`config.mk`:
```
export PLATFORM = sky130hd
export DESIGN_NAME = otg_regbank
export DESIGN_NICKNAME = d
export VERILOG_FILES = /design/src/hdl/otg_pkg.sv /design/src/hdl/otg_regbank.sv
export SDC_FILE = /design/constraint.sdc
export NUM_CORES = 1
export LEC_CHECK = 0
export BUFFER_PORTS_ARGS = -buffer_cell sky130_fd_sc_hd__buf_2
export CORE_UTILIZATION = 61
export CTS_CLUSTER_SIZE = 30
export DETAILED_ROUTE_END_ITERATION = 16
export PLACE_DENSITY = 0.93
export SYNTH_ARGS = -nofsm -noshare
export SYNTH_HDL_FRONTEND = slang
export SYNTH_SLANG_ARGS = --single-unit
```
`constraint.sdc`:
```
create_clock -name clk -period 8.7 [get_ports clk]
set_input_delay 1.74 -clock clk [delete_from_list [all_inputs] [get_ports clk]]
set_output_delay 1.74 -clock clk [all_outputs]
set_load 0.05 [all_outputs]
```
`src/hdl/otg_pkg.sv`:
```
// package: register map, reset values and carrier types of the transceiver register bank
package otg_pkg;

	localparam int ADDR_W = 8;
	localparam int DATA_W = 8;
	localparam int GPIO_W = 3;

	// register byte addresses
	localparam logic [ADDR_W-1:0] ADDR_VENDOR_LOW         = 8'h00;
	localparam logic [ADDR_W-1:0] ADDR_VENDOR_HIGH        = 8'h01;
	localparam logic [ADDR_W-1:0] ADDR_PRODUCT_LOW        = 8'h02;
	localparam logic [ADDR_W-1:0] ADDR_PRODUCT_HIGH       = 8'h03;
	localparam logic [ADDR_W-1:0] ADDR_CONTROL_ONE_SET    = 8'h04;
	localparam logic [ADDR_W-1:0] ADDR_CONTROL_ONE_CLEAR  = 8'h05;
	localparam logic [ADDR_W-1:0] ADDR_CONTROL_TWO_SET    = 8'h06;
	localparam logic [ADDR_W-1:0] ADDR_CONTROL_TWO_CLEAR  = 8'h07;
	localparam logic [ADDR_W-1:0] ADDR_INT_SOURCE         = 8'h08;
	localparam logic [ADDR_W-1:0] ADDR_INT_LATCH_SET      = 8'h0A;
	localparam logic [ADDR_W-1:0] ADDR_INT_LATCH_CLEAR    = 8'h0B;
	localparam logic [ADDR_W-1:0] ADDR_FALL_MASK_SET      = 8'h0C;
	localparam logic [ADDR_W-1:0] ADDR_FALL_MASK_CLEAR    = 8'h0D;
	localparam logic [ADDR_W-1:0] ADDR_RISE_MASK_SET      = 8'h0E;
	localparam logic [ADDR_W-1:0] ADDR_RISE_MASK_CLEAR    = 8'h0F;
	localparam logic [ADDR_W-1:0] ADDR_CONTROL_THREE_SET  = 8'h12;
	localparam logic [ADDR_W-1:0] ADDR_CONTROL_THREE_CLEAR = 8'h13;
	localparam logic [ADDR_W-1:0] ADDR_PIN_DRIVE_SET      = 8'h14;
	localparam logic [ADDR_W-1:0] ADDR_PIN_DRIVE_CLEAR    = 8'h15;
	localparam logic [ADDR_W-1:0] ADDR_PIN_OUTPUT_SET     = 8'h16;
	localparam logic [ADDR_W-1:0] ADDR_PIN_OUTPUT_CLEAR   = 8'h17;
	localparam logic [ADDR_W-1:0] ADDR_PIN_INPUT          = 8'h18;
	localparam logic [ADDR_W-1:0] ADDR_PIN_EVENT_SET      = 8'h1A;
	localparam logic [ADDR_W-1:0] ADDR_PIN_EVENT_CLEAR    = 8'h1B;
	localparam logic [ADDR_W-1:0] ADDR_PIN_FALL_SET       = 8'h1C;
	localparam logic [ADDR_W-1:0] ADDR_PIN_FALL_CLEAR     = 8'h1D;
	localparam logic [ADDR_W-1:0] ADDR_PIN_RISE_SET       = 8'h1E;
	localparam logic [ADDR_W-1:0] ADDR_PIN_RISE_CLEAR     = 8'h1F;

	// reset values; bits written as one here come up set
	localparam logic [DATA_W-1:0] RST_CONTROL_ONE   = 8'h00;
	localparam logic [DATA_W-1:0] RST_CONTROL_TWO   = 8'h00;
	localparam logic [DATA_W-1:0] RST_CONTROL_THREE = 8'h00;
	localparam logic [DATA_W-1:0] RST_INT_LATCH     = 8'h00;
	localparam logic [DATA_W-1:0] RST_FALL_MASK     = 8'h00;
	localparam logic [DATA_W-1:0] RST_RISE_MASK     = 8'h00;
	localparam logic [GPIO_W-1:0] RST_PIN_REG       = 3'h0;
	localparam logic [DATA_W-1:0] READ_ZERO         = 8'h00;

	// field positions of named bits; the bank's own logic does not use them
	localparam int CTL2_IDENT_LINE_GROUND   = 4;
	localparam int CTL3_POWER_DOWN_REQUEST  = 0;
	localparam int CTL3_PUMP_DISABLE        = 1;
	localparam int SRC_CARKIT_EVENT         = 7;
	localparam int CTL1_SINGLE_ENDED_SELECT = 2;

	// one access from the serial control engine, valid for one cycle
	typedef struct packed {
		logic              wr;
		logic              rd;
		logic [ADDR_W-1:0] addr;
		logic [DATA_W-1:0] wdata;
	} otg_req_s;

	// one read answer
	typedef struct packed {
		logic              valid;
		logic [DATA_W-1:0] data;
	} otg_rsp_s;

endpackage : otg_pkg

```
`src/hdl/otg_regbank.sv`:
```
// file: byte-wide register bank of the dual-role transceiver
`timescale 1ns/1ps

// How it works
// RULE_01 - reset clears every register bit except the bits whose reset constant is set.
// RULE_02 - every pin register reads zero in its five upper bits, only the low three hold pin state.
// RULE_03 - unnamed bits and unmapped addresses carry no defined meaning; this bank reads unmapped addresses as zero, keeps unnamed bits as written.
// RULE_04 - vendor and product codes are fixed constants that neither reset nor software can change.
// RULE_05 - a one written at a set address sets that bit, a one at a clear address clears it, zeros do nothing.
// RULE_06 - both addresses of a set and clear pair read back the same current contents.
// RULE_07 - the vendor code is read low byte at 00h and high byte at 01h, the product code likewise from 02h.
// RULE_08 - there is no internal power-on reset; the system reset returns all control bits to their defaults.
// RULE_09 - writes to read-only or undefined addresses are accepted and change nothing.
module otg_regbank #(
	parameter logic [15:0] VENDOR_CODE  = 16'hA5C3,  // arbitrary value
	parameter logic [15:0] PRODUCT_CODE = 16'h3C5A   // arbitrary value
) (
	input  wire logic                           clk,
	input  wire logic                           rst,
	input  wire otg_pkg::otg_req_s              req,
	output otg_pkg::otg_rsp_s                   rsp,
	input  wire logic [otg_pkg::DATA_W-1:0]     event_source,
	input  wire logic [otg_pkg::GPIO_W-1:0]     gpio_in,
	output logic      [otg_pkg::GPIO_W-1:0]     gpio_out,
	output logic      [otg_pkg::GPIO_W-1:0]     gpio_oe,
	output logic      [otg_pkg::DATA_W-1:0]     control_one,
	output logic      [otg_pkg::DATA_W-1:0]     control_two,
	output logic      [otg_pkg::DATA_W-1:0]     control_three,
	output logic                                irq
);
	import otg_pkg::*;

	// next value of a set/clear register byte
	function automatic logic [DATA_W-1:0] set_clear(
		input logic [DATA_W-1:0] cur,
		input logic [DATA_W-1:0] wdata,
		input logic              set_hit,
		input logic              clear_hit
	);
		logic [DATA_W-1:0] r;
		r = cur;
		if (set_hit)
			r = r | wdata;  // RULE_05
		if (clear_hit)
			r = r & ~wdata;  // RULE_05
		return r;
	endfunction : set_clear

	// write strobe for one address
	function automatic logic wr_hit(
		input otg_req_s          q,
		input logic [ADDR_W-1:0] a
	);
		return q.wr && (q.addr == a);
	endfunction : wr_hit

	// next value of a set/clear pin register; only the low bits hold pin state
	function automatic logic [GPIO_W-1:0] pin_set_clear(
		input logic [GPIO_W-1:0] cur,
		input logic [DATA_W-1:0] wdata,
		input logic              set_hit,
		input logic              clear_hit
	);
		logic [DATA_W-1:0] r;
		r = set_clear({{(DATA_W-GPIO_W){1'b0}}, cur}, wdata, set_hit, clear_hit);
		return r[GPIO_W-1:0];  // RULE_02
	endfunction : pin_set_clear

	// read value of a pin register, upper bits forced to zero
	function automatic logic [DATA_W-1:0] pad_pin(
		input logic [GPIO_W-1:0] v
	);
		return {{(DATA_W-GPIO_W){1'b0}}, v};  // RULE_02
	endfunction : pad_pin

	// registered state
	logic [DATA_W-1:0] int_latch;
	logic [DATA_W-1:0] fall_mask;
	logic [DATA_W-1:0] rise_mask;
	logic [DATA_W-1:0] source_prev;
	logic [GPIO_W-1:0] pin_drive;
	logic [GPIO_W-1:0] pin_level;
	logic [GPIO_W-1:0] pin_prev;
	logic [GPIO_W-1:0] pin_event;
	logic [GPIO_W-1:0] pin_fall_mask;
	logic [GPIO_W-1:0] pin_rise_mask;

	// combinational values
	logic [DATA_W-1:0] src_edge;
	logic [GPIO_W-1:0] pin_edge;
	logic [DATA_W-1:0] next_int_latch;
	logic [GPIO_W-1:0] next_pin_event;
	logic [GPIO_W-1:0] next_pin_drive;
	logic [GPIO_W-1:0] next_gpio_out;
	logic [DATA_W-1:0] next_rdata;
	logic [DATA_W-1:0] next_control_one;
	logic [DATA_W-1:0] next_control_two;
	logic [DATA_W-1:0] next_control_three;
	logic [DATA_W-1:0] next_fall_mask;
	logic [DATA_W-1:0] next_rise_mask;
	logic [GPIO_W-1:0] next_pin_fall_mask;
	logic [GPIO_W-1:0] next_pin_rise_mask;

	// masked edges of the status sources
	genvar gi;
	generate
		for (gi = 0; gi < DATA_W; gi++)
		begin : g_src_edge
			assign src_edge[gi] = (rise_mask[gi] & event_source[gi] & ~source_prev[gi])
				| (fall_mask[gi] & ~event_source[gi] & source_prev[gi]);
		end
		for (gi = 0; gi < GPIO_W; gi++)
		begin : g_pin_edge
			assign pin_edge[gi] = (pin_rise_mask[gi] & pin_level[gi] & ~pin_prev[gi])
				| (pin_fall_mask[gi] & ~pin_level[gi] & pin_prev[gi]);
		end
	endgenerate

	// edge history; pins are taken as synchronous
	always_ff @(posedge clk or posedge rst)
	begin
		if (rst)
			source_prev <= READ_ZERO;
		else
			source_prev <= event_source;
	end

	always_ff @(posedge clk or posedge rst)
	begin
		if (rst)
			pin_level <= RST_PIN_REG;
		else
			pin_level <= gpio_in;
	end

	always_ff @(posedge clk or posedge rst)
	begin
		if (rst)
			pin_prev <= RST_PIN_REG;
		else
			pin_prev <= pin_level;
	end

	// next values of the control and mask registers
	always_comb
	begin
		next_control_one   = set_clear(control_one, req.wdata, wr_hit(req, ADDR_CONTROL_ONE_SET),
			wr_hit(req, ADDR_CONTROL_ONE_CLEAR));  // RULE_05
		next_control_two   = set_clear(control_two, req.wdata, wr_hit(req, ADDR_CONTROL_TWO_SET),
			wr_hit(req, ADDR_CONTROL_TWO_CLEAR));  // RULE_05
		next_control_three = set_clear(control_three, req.wdata, wr_hit(req, ADDR_CONTROL_THREE_SET),
			wr_hit(req, ADDR_CONTROL_THREE_CLEAR));  // RULE_05
		next_fall_mask     = set_clear(fall_mask, req.wdata, wr_hit(req, ADDR_FALL_MASK_SET),
			wr_hit(req, ADDR_FALL_MASK_CLEAR));  // RULE_05
		next_rise_mask     = set_clear(rise_mask, req.wdata, wr_hit(req, ADDR_RISE_MASK_SET),
			wr_hit(req, ADDR_RISE_MASK_CLEAR));  // RULE_05
	end

	// event latches: a captured edge wins over a clear in the same cycle
	always_comb
	begin
		next_int_latch = set_clear(int_latch, req.wdata, wr_hit(req, ADDR_INT_LATCH_SET),
			wr_hit(req, ADDR_INT_LATCH_CLEAR)) | src_edge;  // RULE_05
		next_pin_event = pin_set_clear(pin_event, req.wdata, wr_hit(req, ADDR_PIN_EVENT_SET),
			wr_hit(req, ADDR_PIN_EVENT_CLEAR)) | pin_edge;  // RULE_02 RULE_05
	end

	// pin direction, output value and pin masks
	always_comb
	begin
		next_pin_drive     = pin_set_clear(pin_drive, req.wdata, wr_hit(req, ADDR_PIN_DRIVE_SET),
			wr_hit(req, ADDR_PIN_DRIVE_CLEAR));  // RULE_05
		next_gpio_out      = pin_set_clear(gpio_out, req.wdata, wr_hit(req, ADDR_PIN_OUTPUT_SET),
			wr_hit(req, ADDR_PIN_OUTPUT_CLEAR));  // RULE_05
		next_pin_fall_mask = pin_set_clear(pin_fall_mask, req.wdata, wr_hit(req, ADDR_PIN_FALL_SET),
			wr_hit(req, ADDR_PIN_FALL_CLEAR));  // RULE_05
		next_pin_rise_mask = pin_set_clear(pin_rise_mask, req.wdata, wr_hit(req, ADDR_PIN_RISE_SET),
			wr_hit(req, ADDR_PIN_RISE_CLEAR));  // RULE_05
	end

	// control registers
	always_ff @(posedge clk or posedge rst)
	begin
		if (rst)
			control_one <= RST_CONTROL_ONE;  // RULE_01 RULE_08
		else
			control_one <= next_control_one;
	end

	always_ff @(posedge clk or posedge rst)
	begin
		if (rst)
			control_two <= RST_CONTROL_TWO;  // RULE_01 RULE_08
		else
			control_two <= next_control_two;
	end

	always_ff @(posedge clk or posedge rst)
	begin
		if (rst)
			control_three <= RST_CONTROL_THREE;  // RULE_01 RULE_08
		else
			control_three <= next_control_three;
	end

	// status masks
	always_ff @(posedge clk or posedge rst)
	begin
		if (rst)
			fall_mask <= RST_FALL_MASK;  // RULE_01
		else
			fall_mask <= next_fall_mask;
	end

	always_ff @(posedge clk or posedge rst)
	begin
		if (rst)
			rise_mask <= RST_RISE_MASK;  // RULE_01
		else
			rise_mask <= next_rise_mask;
	end

	// event latches
	always_ff @(posedge clk or posedge rst)
	begin
		if (rst)
			int_latch <= RST_INT_LATCH;  // RULE_01
		else
			int_latch <= next_int_latch;
	end

	always_ff @(posedge clk or posedge rst)
	begin
		if (rst)
			pin_event <= RST_PIN_REG;  // RULE_01
		else
			pin_event <= next_pin_event;
	end

	// pin registers
	always_ff @(posedge clk or posedge rst)
	begin
		if (rst)
			pin_drive <= RST_PIN_REG;  // RULE_01
		else
			pin_drive <= next_pin_drive;
	end

	always_ff @(posedge clk or posedge rst)
	begin
		if (rst)
			gpio_out <= RST_PIN_REG;  // RULE_01
		else
			gpio_out <= next_gpio_out;
	end

	// open drain: the pin is pulled only while enabled and low
	always_ff @(posedge clk or posedge rst)
	begin
		if (rst)
			gpio_oe <= RST_PIN_REG;  // RULE_01
		else
			gpio_oe <= next_pin_drive & ~next_gpio_out;
	end

	always_ff @(posedge clk or posedge rst)
	begin
		if (rst)
			pin_fall_mask <= RST_PIN_REG;  // RULE_01
		else
			pin_fall_mask <= next_pin_fall_mask;
	end

	always_ff @(posedge clk or posedge rst)
	begin
		if (rst)
			pin_rise_mask <= RST_PIN_REG;  // RULE_01
		else
			pin_rise_mask <= next_pin_rise_mask;
	end

	// interrupt condition present while any latch bit stands
	always_ff @(posedge clk or posedge rst)
	begin
		if (rst)
			irq <= 1'b0;
		else
			irq <= (|next_int_latch) | (|next_pin_event);
	end

	// read multiplexer; writes elsewhere fall through untouched
	always_comb
	begin
		next_rdata = READ_ZERO;  // RULE_03 RULE_09
		case (req.addr)
			// identification bytes, low byte first
			ADDR_VENDOR_LOW:          next_rdata = VENDOR_CODE[DATA_W-1:0];  // RULE_04 RULE_07
			ADDR_VENDOR_HIGH:         next_rdata = VENDOR_CODE[2*DATA_W-1:DATA_W];  // RULE_04 RULE_07
			ADDR_PRODUCT_LOW:         next_rdata = PRODUCT_CODE[DATA_W-1:0];  // RULE_04 RULE_07
			ADDR_PRODUCT_HIGH:        next_rdata = PRODUCT_CODE[2*DATA_W-1:DATA_W];  // RULE_04 RULE_07
			ADDR_CONTROL_ONE_SET,
			ADDR_CONTROL_ONE_CLEAR:   next_rdata = control_one;  // RULE_06
			ADDR_CONTROL_TWO_SET,
			ADDR_CONTROL_TWO_CLEAR:   next_rdata = control_two;  // RULE_06
			ADDR_INT_SOURCE:          next_rdata = event_source;
			ADDR_INT_LATCH_SET,
			ADDR_INT_LATCH_CLEAR:     next_rdata = int_latch;  // RULE_06
			ADDR_FALL_MASK_SET,
			ADDR_FALL_MASK_CLEAR:     next_rdata = fall_mask;  // RULE_06
			ADDR_RISE_MASK_SET,
			ADDR_RISE_MASK_CLEAR:     next_rdata = rise_mask;  // RULE_06
			ADDR_CONTROL_THREE_SET,
			ADDR_CONTROL_THREE_CLEAR: next_rdata = control_three;  // RULE_06
			ADDR_PIN_DRIVE_SET,
			ADDR_PIN_DRIVE_CLEAR:     next_rdata = pad_pin(pin_drive);  // RULE_02 RULE_06
			ADDR_PIN_OUTPUT_SET,
			ADDR_PIN_OUTPUT_CLEAR:    next_rdata = pad_pin(gpio_out);  // RULE_02 RULE_06
			ADDR_PIN_INPUT:           next_rdata = pad_pin(pin_level);  // RULE_02
			ADDR_PIN_EVENT_SET,
			ADDR_PIN_EVENT_CLEAR:     next_rdata = pad_pin(pin_event);  // RULE_02 RULE_06
			ADDR_PIN_FALL_SET,
			ADDR_PIN_FALL_CLEAR:      next_rdata = pad_pin(pin_fall_mask);  // RULE_02 RULE_06
			ADDR_PIN_RISE_SET,
			ADDR_PIN_RISE_CLEAR:      next_rdata = pad_pin(pin_rise_mask);  // RULE_02 RULE_06
			default:                  next_rdata = READ_ZERO;  // RULE_03
		endcase
	end

	// registered read answer; data holds until the next read
	always_ff @(posedge clk or posedge rst)
	begin
		if (rst)
		begin
			rsp.valid <= 1'b0;
			rsp.data  <= READ_ZERO;
		end
		else
		begin
			rsp.valid <= req.rd;
			rsp.data  <= req.rd ? next_rdata : rsp.data;
		end
	end

endmodule : otg_regbank

```
# [After elaboration in Yosys (flattened, before gate mapping)]
# Index checks and enable logic that the tools add are counted.
[op_classes] n_addsub=0 multipliers=0 n_div=0 magnitude_cmp=0 eq_ne=27 shift=0 muxes=23 bitwise_logic=105 n_reduce_logical=36
[ops] cell="case mux 8 bit (17 select lines)" count=1
[ops] cell="equality test 8 x 5 -> 1 bit (second input constant)" count=13
[ops] cell="2-to-1 mux 8 bit" count=12
[ops] cell="equality test 8 x 4 -> 1 bit (second input constant)" count=7
[ops] cell="bitwise OR 8 bit" count=7
[ops] cell="bitwise AND 8 bit" count=6
[ops] cell="bitwise AND 1 bit" count=44
[ops] cell="equality test 8 x 3 -> 1 bit (second input constant)" count=4
[ops] cell="2-to-1 mux 3 bit" count=10
[ops] cell="logical AND 1 bit" count=22
[ops] cell="NOT 1 bit" count=22
[ops] cell="OR reduction 2 bit" count=11
[ops] cell="bitwise AND 3 bit" count=6
[ops] cell="bitwise OR 3 bit" count=6
[ops] cell="equality test 8 x 2 -> 1 bit (second input constant)" count=2
[ops] cell="bitwise OR 1 bit" count=12
[ops] cell="equality test 8 x 1 -> 1 bit (second input constant)" count=1
[ops] cell="logical NOT 8 bit" count=1
[ops] cell="NOT 8 bit" count=1
[ops] cell="OR reduction 8 bit" count=1
[ops] cell="NOT 3 bit" count=1
[ops] cell="OR reduction 3 bit" count=1
[totals] register_bits=90 latch_bits=0 mem_bits_rw=0 romBits=0 in_bits=31 output_inout_bits=40 wordCells=209 mem_count=0

# [Depth between registers and ports, before layout]
# Gate-level depths: netlist (run 1).
[logic_depth] ltp_word=8 ltp_mapped=8 ltp_nobuf=5

# [Worst setup path before layout (run 1)]
# No wires, ideal clock.
[synth_timing] path_kind="input to register" start="input req[15] (netlist name)" end="register irq" setup_ps=140 arrival_time_ps=3387 t_required_ps=8560 setup_slack_ps=5174 path_stages=6 path_buffers=1 path_cell_list="or4b_1 buf_2 or3_1 a221o_1 nor4_1 nand4_1"
[synth_via] elab_chain_cells=8 elab_cells_between_ends=19 classes_between="eq/ne (4); mux (4); bitwise (5); reduce/logical (6)"
[synth_lines] item="start, declared" line="otg_regbank.sv:20" rtl="input wire otg_pkg::otg_req_s req,"
[synth_lines] item="equality test 8 x 4 -> 1 bit" line="otg_regbank.sv:54" rtl="return q.wr && (q.addr == a);"
[synth_lines] item="logical AND 1 bit" line="otg_regbank.sv:54"
[synth_lines] item="2-to-1 mux 8 bit" line="otg_regbank.sv:42" rtl="if (set_hit)"
[synth_lines] item="bitwise AND 8 bit" line="otg_regbank.sv:45" rtl="r = r & ~wdata;"
[synth_lines] item="2-to-1 mux 8 bit *" line="otg_regbank.sv:44" rtl="if (clear_hit)"
[synth_lines] item="bitwise OR 8 bit *" line="otg_regbank.sv:163" rtl="wr_hit(req, ADDR_INT_LATCH_CLEAR)) | src_edge;"
[synth_lines] item="via next_int_latch[1]" line="otg_regbank.sv:91" rtl="logic [DATA_W-1:0] next_int_latch;"
[synth_lines] item="OR reduction 8 bit *" line="otg_regbank.sv:288" rtl="irq <= (|next_int_latch) | (|next_pin_event);"
[synth_lines] item="bitwise OR 1 bit *" line="otg_regbank.sv:288"
[synth_lines] item="end signal, assigned" line="otg_regbank.sv:288"
[synth_lines] item="end, declared" line="otg_regbank.sv:29" rtl="output logic irq"
# Mark *: on every way through the listed nets, which the timed path passes. The rest lies on a longest branch.
# A chain may end at the register's enable or synchronous reset.

==> metrics, run 1 <==
number of buffers inserted to repair setup after CTS 0; number of placement rows 30; number of nets in the synthesized netlist 469; Synthesis Warnings 0; relative slew slack 25.3%; library cell occupying the most area in the post-synthesis netlist dfrtp_1; cell leakage power 2.17 nW; maximum number of pins on one net before global-route repair 91; Antenna Nets Post-Route 0; Die W 86.3 um; number of port buffers 70; count of placed standard cells in the final layout, fillers left out 593; Floorplan Core Area 6830 um^2; vias in the first global route 3725; critical path launch point type primary input; unrepaired setup endpoints after global routing false; critical path required time 8980 ps; worst hold start pin_level[2]; Die Ht 86.3 um; mean instance size in the synthesized netlist 9.90 um^2; number of detailed-routing iterations run before antenna repair 7; number of inserted filler cells in the final layout 513; detailed router's first-iteration violation count 702; type of the setup path with the least slack primary input to flop; antenna violations before repair 0; FFs w/ async S/R, synth 100%; WL per Instance 22.4 um; total gr overflow 0; number of cells on the worst reg-to-reg path 4; HPWL reported at the end of detailed placement 9110 um; post-layout min period 3980 ps; total power 950 uW; via density per instance 7.04; EDFF count, synth 0; fraction of the yosys area taken by sequential cells 51.9%; Yosys top cell area share 51.9%; IR Drop Worst-Case VDD 0.000134 V; transition at the pin with the smallest max-transition slack 1120 ps; ports placed on the boundary 71; CTS hold repair buffers 0; Via Count 4172; CTS tree done; power density over the cells 193 nW/um^2; number of buffers added by the clock tree synthesis step 9; final clock skew 10.3 ps; H-tree depth reported by CTS 3; mapped cell area 4340 um^2; fin nets 523; Area growth syn-to-layout 13.4%; clock input transition at the sequential cells of the worst setup and hold paths 90 ps; HP Class flop to flop; post-route clock period utilization 45.8%; crit end category flop; highest clock frequency the design can meet 251 MHz; Post-CTS Resized 0; wire length of the first global-routing pass 20800 um; Setup crit start req[12]; final count of negative-setup-slack endpoints 0; Crit path arrival time 4260 ps; CP Max Fanout 15; DRC errors left 0; total clock sinks 90; capturing point of the worst reg2reg path rsp[6]; count of unique library cells instantiated by Yosys 49; share of post-route cells with drive strength above 1 20.3%; CTS root buffer clkbuf_8; sequential cell area in the final layout 2250 um^2; number of maximum-capacitance constraint violations 0; Mapped Cells 438; reg-to-reg setup timing slack 6790 ps; Clock Path Buffers 2; clock latency reported for the late side of the worst-skew pair 360 ps; Hold Vio Cnt, Final 0; run status finished clean; most common cell after layout, fill and taps aside dfrtp_1; GRT Total Usage 37.4%; number of diodes 0; detailed-route wire length 13300 um; starting density of the core 63.5%; top cells by area, synth dfrtp_1, a21oi_1, o21ai_0; placed instance count 577; most frequent cells in the layout dfrtp_1, buf_2, a21oi_1; final-report max-slew violation count 0; die footprint 7450 um^2; ys flop type dfrtp_1; final sum of negative setup slack 0 ps; final weighted congestion of routability-driven global placement 0.977; area taken by multi-input logic gates 1950 um^2; #FFs+latches synth 90
-- cells by family after synthesis --
group | count (synthesis) | synth area share (%)
flip-flops | 90 | 51.9
AO/OA/AOI/OAI | 166 | 24.6
buffers and inverters | 36 | 3.20
AND/OR/NAND/NOR | 132 | 16.5
multiplexers | 14 | 3.75
-- area by class of cell --
class / count / area share [%]
well taps: 96 / 2.44
multi-input cells: 312 / 39.6
clock inverters: 5 / 1.60
flip-flops and latches: 90 / 45.8
repair buffers: 71 / 7.28
clock buffers: 11 / 2.67
inverters: 8 / 0.636
-- critical path, stage by stage --
cell	delay, ps
buf_2	160
nor2_1	680
nand3_1	450
nor3_1	880
a21oi_1	190
a21oi_1	160
-- per-layer routing --
metal	up-vias	part of all wire (%)	wire length (um)	GRT usage, %
met2	325	46	6050	55.4
met4	0	2.9	380	11.5
li1	1784	-	-	-
met5	-	0	0	0
met1	2010	39	5150	53.9
met3	53	13	1700	10.7
-- through the flow --
| step | setup slack [ps] | utilization [%] | cell area, um^2 | hold slack (ps) |
|---|---|---|---|---|
| floorplan | 4620 | - | 4340 | 379 |
| finish | 4720 | 72.0 | 4920 | 417 |
| global route | 4450 | 72.0 | 4920 | 442 |
| global placement | 4550 | 68.9 | 4710 | 406 |
| CTS | 4810 | 72.0 | 4920 | 423 |
| detailed placement | 4470 | 68.9 | 4710 | 405 |
-- how the worst min path moves through the flow --
stage / cells after the start / endpoint / slack (ps)
3_3_place_gp: 0 / pin_prev[2] / 410
2_1_floorplan: 0 / pin_prev[2] / 380
6_report: 0 / pin_prev[2] / 420
5_1_grt: 0 / pin_prev[2] / 440
4_1_cts: 0 / pin_prev[2] / 420
3_5_place_dp: 0 / pin_prev[2] / 410
-- synth_stat cells (2+ instances only) --
master and n:
dfrtp_1 90, a21oi_1 62, nand2_1 37, o21ai_0 31, clkbuf_1 21, nor2_1 16, a221oi_1 15, o31ai_1 15
nand4_1 12, nand3_1 11, nand3b_1 11, a31oi_1 8, inv_1 8, mux2_2 8, or3_1 8, nor2b_1 7
a22oi_1 6, a221o_1 5, mux2i_1 5, nor3_1 5, and3_1 4, buf_1 4, nor4_1 4, and2_1 3
buf_2 3, nand2b_1 3, o21a_1 3, o311ai_0 3, or2_2 3, a222oi_1 2, a22o_1 2, nor4b_1 2
nor4b_2 2, o211ai_1 2, o221ai_1 2, o41a_1 2
-- report_power, final --
| group | internal [mW] | total [mW] | switching, mW |
|---|---|---|---|
| clock | 0.162 | 0.308 | 0.146 |
| combinational | 0.0504 | 0.153 | 0.103 |
| sequential | 0.457 | 0.488 | 0.0315 |
Power figures use the tool's default switching activity.
==> inputs of run 2 (changes only) <==
- CORE_UTILIZATION: 61 -> 51
- PLACE_DENSITY: 0.93 -> 0.84
- clock period: 8.7 -> 3.66 ns (I/O delays scaled with it)
==> metrics, run 2 (same netlist as run 1, synthesis figures left out) <==
cells along the critical path buf_2 -> or4b_1 -> nor2_1 -> a221oi_1 -> or3_1 -> o311ai_0; final clock skew 11.3 ps; fin nets 535; net switching power 686 uW; Via Count 4195; Hold Vio Cnt, Final 0; IR Drop Worst-Case VDD 0.000228 V; number of port buffers 70; number of placement rows 33; antenna violations before repair 0; GR met3 Demand/Resource 9.55%; Largest stage delay, worst path 730 ps; capturing point of the worst reg2reg path irq; clock latency reported for the late side of the worst-skew pair 370 ps; number of cells on the worst reg-to-reg path 3; count of placed standard cells in the final layout, fillers left out 614; total gr overflow 0; GRT busiest layer met1; via density per instance 6.83; Antenna Nets Post-Route 0; clock input transition at the sequential cells of the worst setup and hold paths 100 ps; maximum number of pins on one net before global-route repair 37; relative slew slack 41.3%; met2 Resource Use GR 47.1%; wire length of the first global-routing pass 21500 um; Crit path arrival time 3030 ps; number of maximum-capacitance constraint violations 0; cell leakage power 2.21 nW; Die W 94.2 um; total power 2.18 mW; final sum of negative setup slack 0 ps; number of buffers inserted to repair setup after CTS 0; met1 capacity usage during global routing 47.5%; final weighted congestion of routability-driven global placement 0.961; highest clock frequency the design can meet 360 MHz; Worst Setup EP rsp[4]; Clock Power Share 30.0%; HPWL reported at the end of detailed placement 9670 um; GRT Total Usage 33.1%; post-route clock period utilization 75.9%; critical path launch point type primary input; HP Class primary input to asynchronous set/reset pin; Area growth syn-to-layout 15.3%; critical path required time 3910 ps; transition at the pin with the smallest max-transition slack 873 ps; crit end category flop; most common cell after layout, fill and taps aside dfrtp_1; final-report max-slew violation count 0; cell internal pwr 1.49 mW; placed instance count 598; post-layout min period 2780 ps; switching share of total power 31.5%; CTS tree done; Setup crit start req[11]; part of the power in combinational logic 16.9%; detailed router's first-iteration violation count 621; area taken by multi-input logic gates 1950 um^2; share of post-route cells with drive strength above 1 22.6%; H-tree depth reported by CTS 3; ports placed on the boundary 71; CTS root buffer clkbuf_8; Die Ht 94.2 um; number of inserted filler cells in the final layout 689; CP Max Fanout 14; reg-to-reg critical path startpoint int_latch[6]; type of the setup path with the least slack primary input to flop; relative contribution of sequential cells to total power 53.1%; number of diodes 0; WL per Instance 22.6 um; starting density of the core 52.8%; most frequent cells in the layout dfrtp_1, buf_2, a21oi_1; unrepaired setup endpoints after global routing false; die footprint 8880 um^2; sequential cell area in the final layout 2250 um^2; total clock sinks 90; Post-CTS Resized 0; DRC errors left 0; number of buffers added by the clock tree synthesis step 9; CP max stage cell nor2_1; Clock Path Buffers 2; placement-stage worst setup slack 600 ps; worst-case setup margin in the final layout 882 ps; run status finished clean; Floorplan Core Area 8220 um^2; power density over the cells 436 nW/um^2; vias in the first global route 3920; reg-to-reg setup timing slack 2080 ps; final count of negative-setup-slack endpoints 0; detailed-route wire length 13900 um; CTS hold repair buffers 0; number of detailed-routing iterations run before antenna repair 5
[run 2: final cells by class]
class,instances,share of cell area (%)
Sequential cell,90,45.1
Multi-Input combinational cell,312,38.9
Timing Repair Buffer,83,8.96
Clock buffer,11,3.03
Tap cell,105,2.63
Clock inverter,5,0.776
Inverter,8,0.626
[run 2: how the worst min path moves through the flow]
stage                 start                         end  slack [ps]  depth (start not counted)
2_1_floorplan  pin_level[2]                 pin_prev[2]         380                          0
3_3_place_gp   pin_level[2]                 pin_prev[2]         410                          0
3_5_place_dp   pin_level[2]                 pin_prev[2]         410                          0
4_1_cts        pin_level[2]                 pin_prev[2]         430                          0
5_1_grt        pin_level[2]                 pin_prev[2]         440                          0
6_report                rst  asynchronous set/reset pin         420                          2
[run 2: metrics by stage]
| step | cell area [um^2] | hold slack [ps] | util (%) |
|---|---|---|---|
| floorplan | 4340 | 379 | - |
| global placement | 4810 | 408 | 58.5 |
| detailed placement | 4810 | 407 | 58.5 |
| CTS | 5000 | 427 | 60.8 |
| global route | 5000 | 440 | 60.8 |
| finish | 5000 | 422 | 60.8 |
[run 2: metal layers]
metal | wire [um] | part of all wire, %
met3 | 1670 | 12
met2 | 6160 | 44
met5 | 0 | 0
met1 | 5630 | 41
met4 | 433 | 3.1
[run 2: worst max-delay path, delay by kind of cell]
kind,cells,cell delay (ps)
compound gates,2,300
simple gates,3,1770
buf+inv,1,220
[run 2: power by group through the flow]
stage               Sequential [mW]  Clock (mW)  Combinational [mW]
finish                         1.16       0.654               0.368
global route                   1.17       0.701               0.398
CTS                            1.15       0.653               0.363
detailed placement             1.17           0               0.362
floorplan                      1.21           0               0.193
global placement               1.17           0               0.351
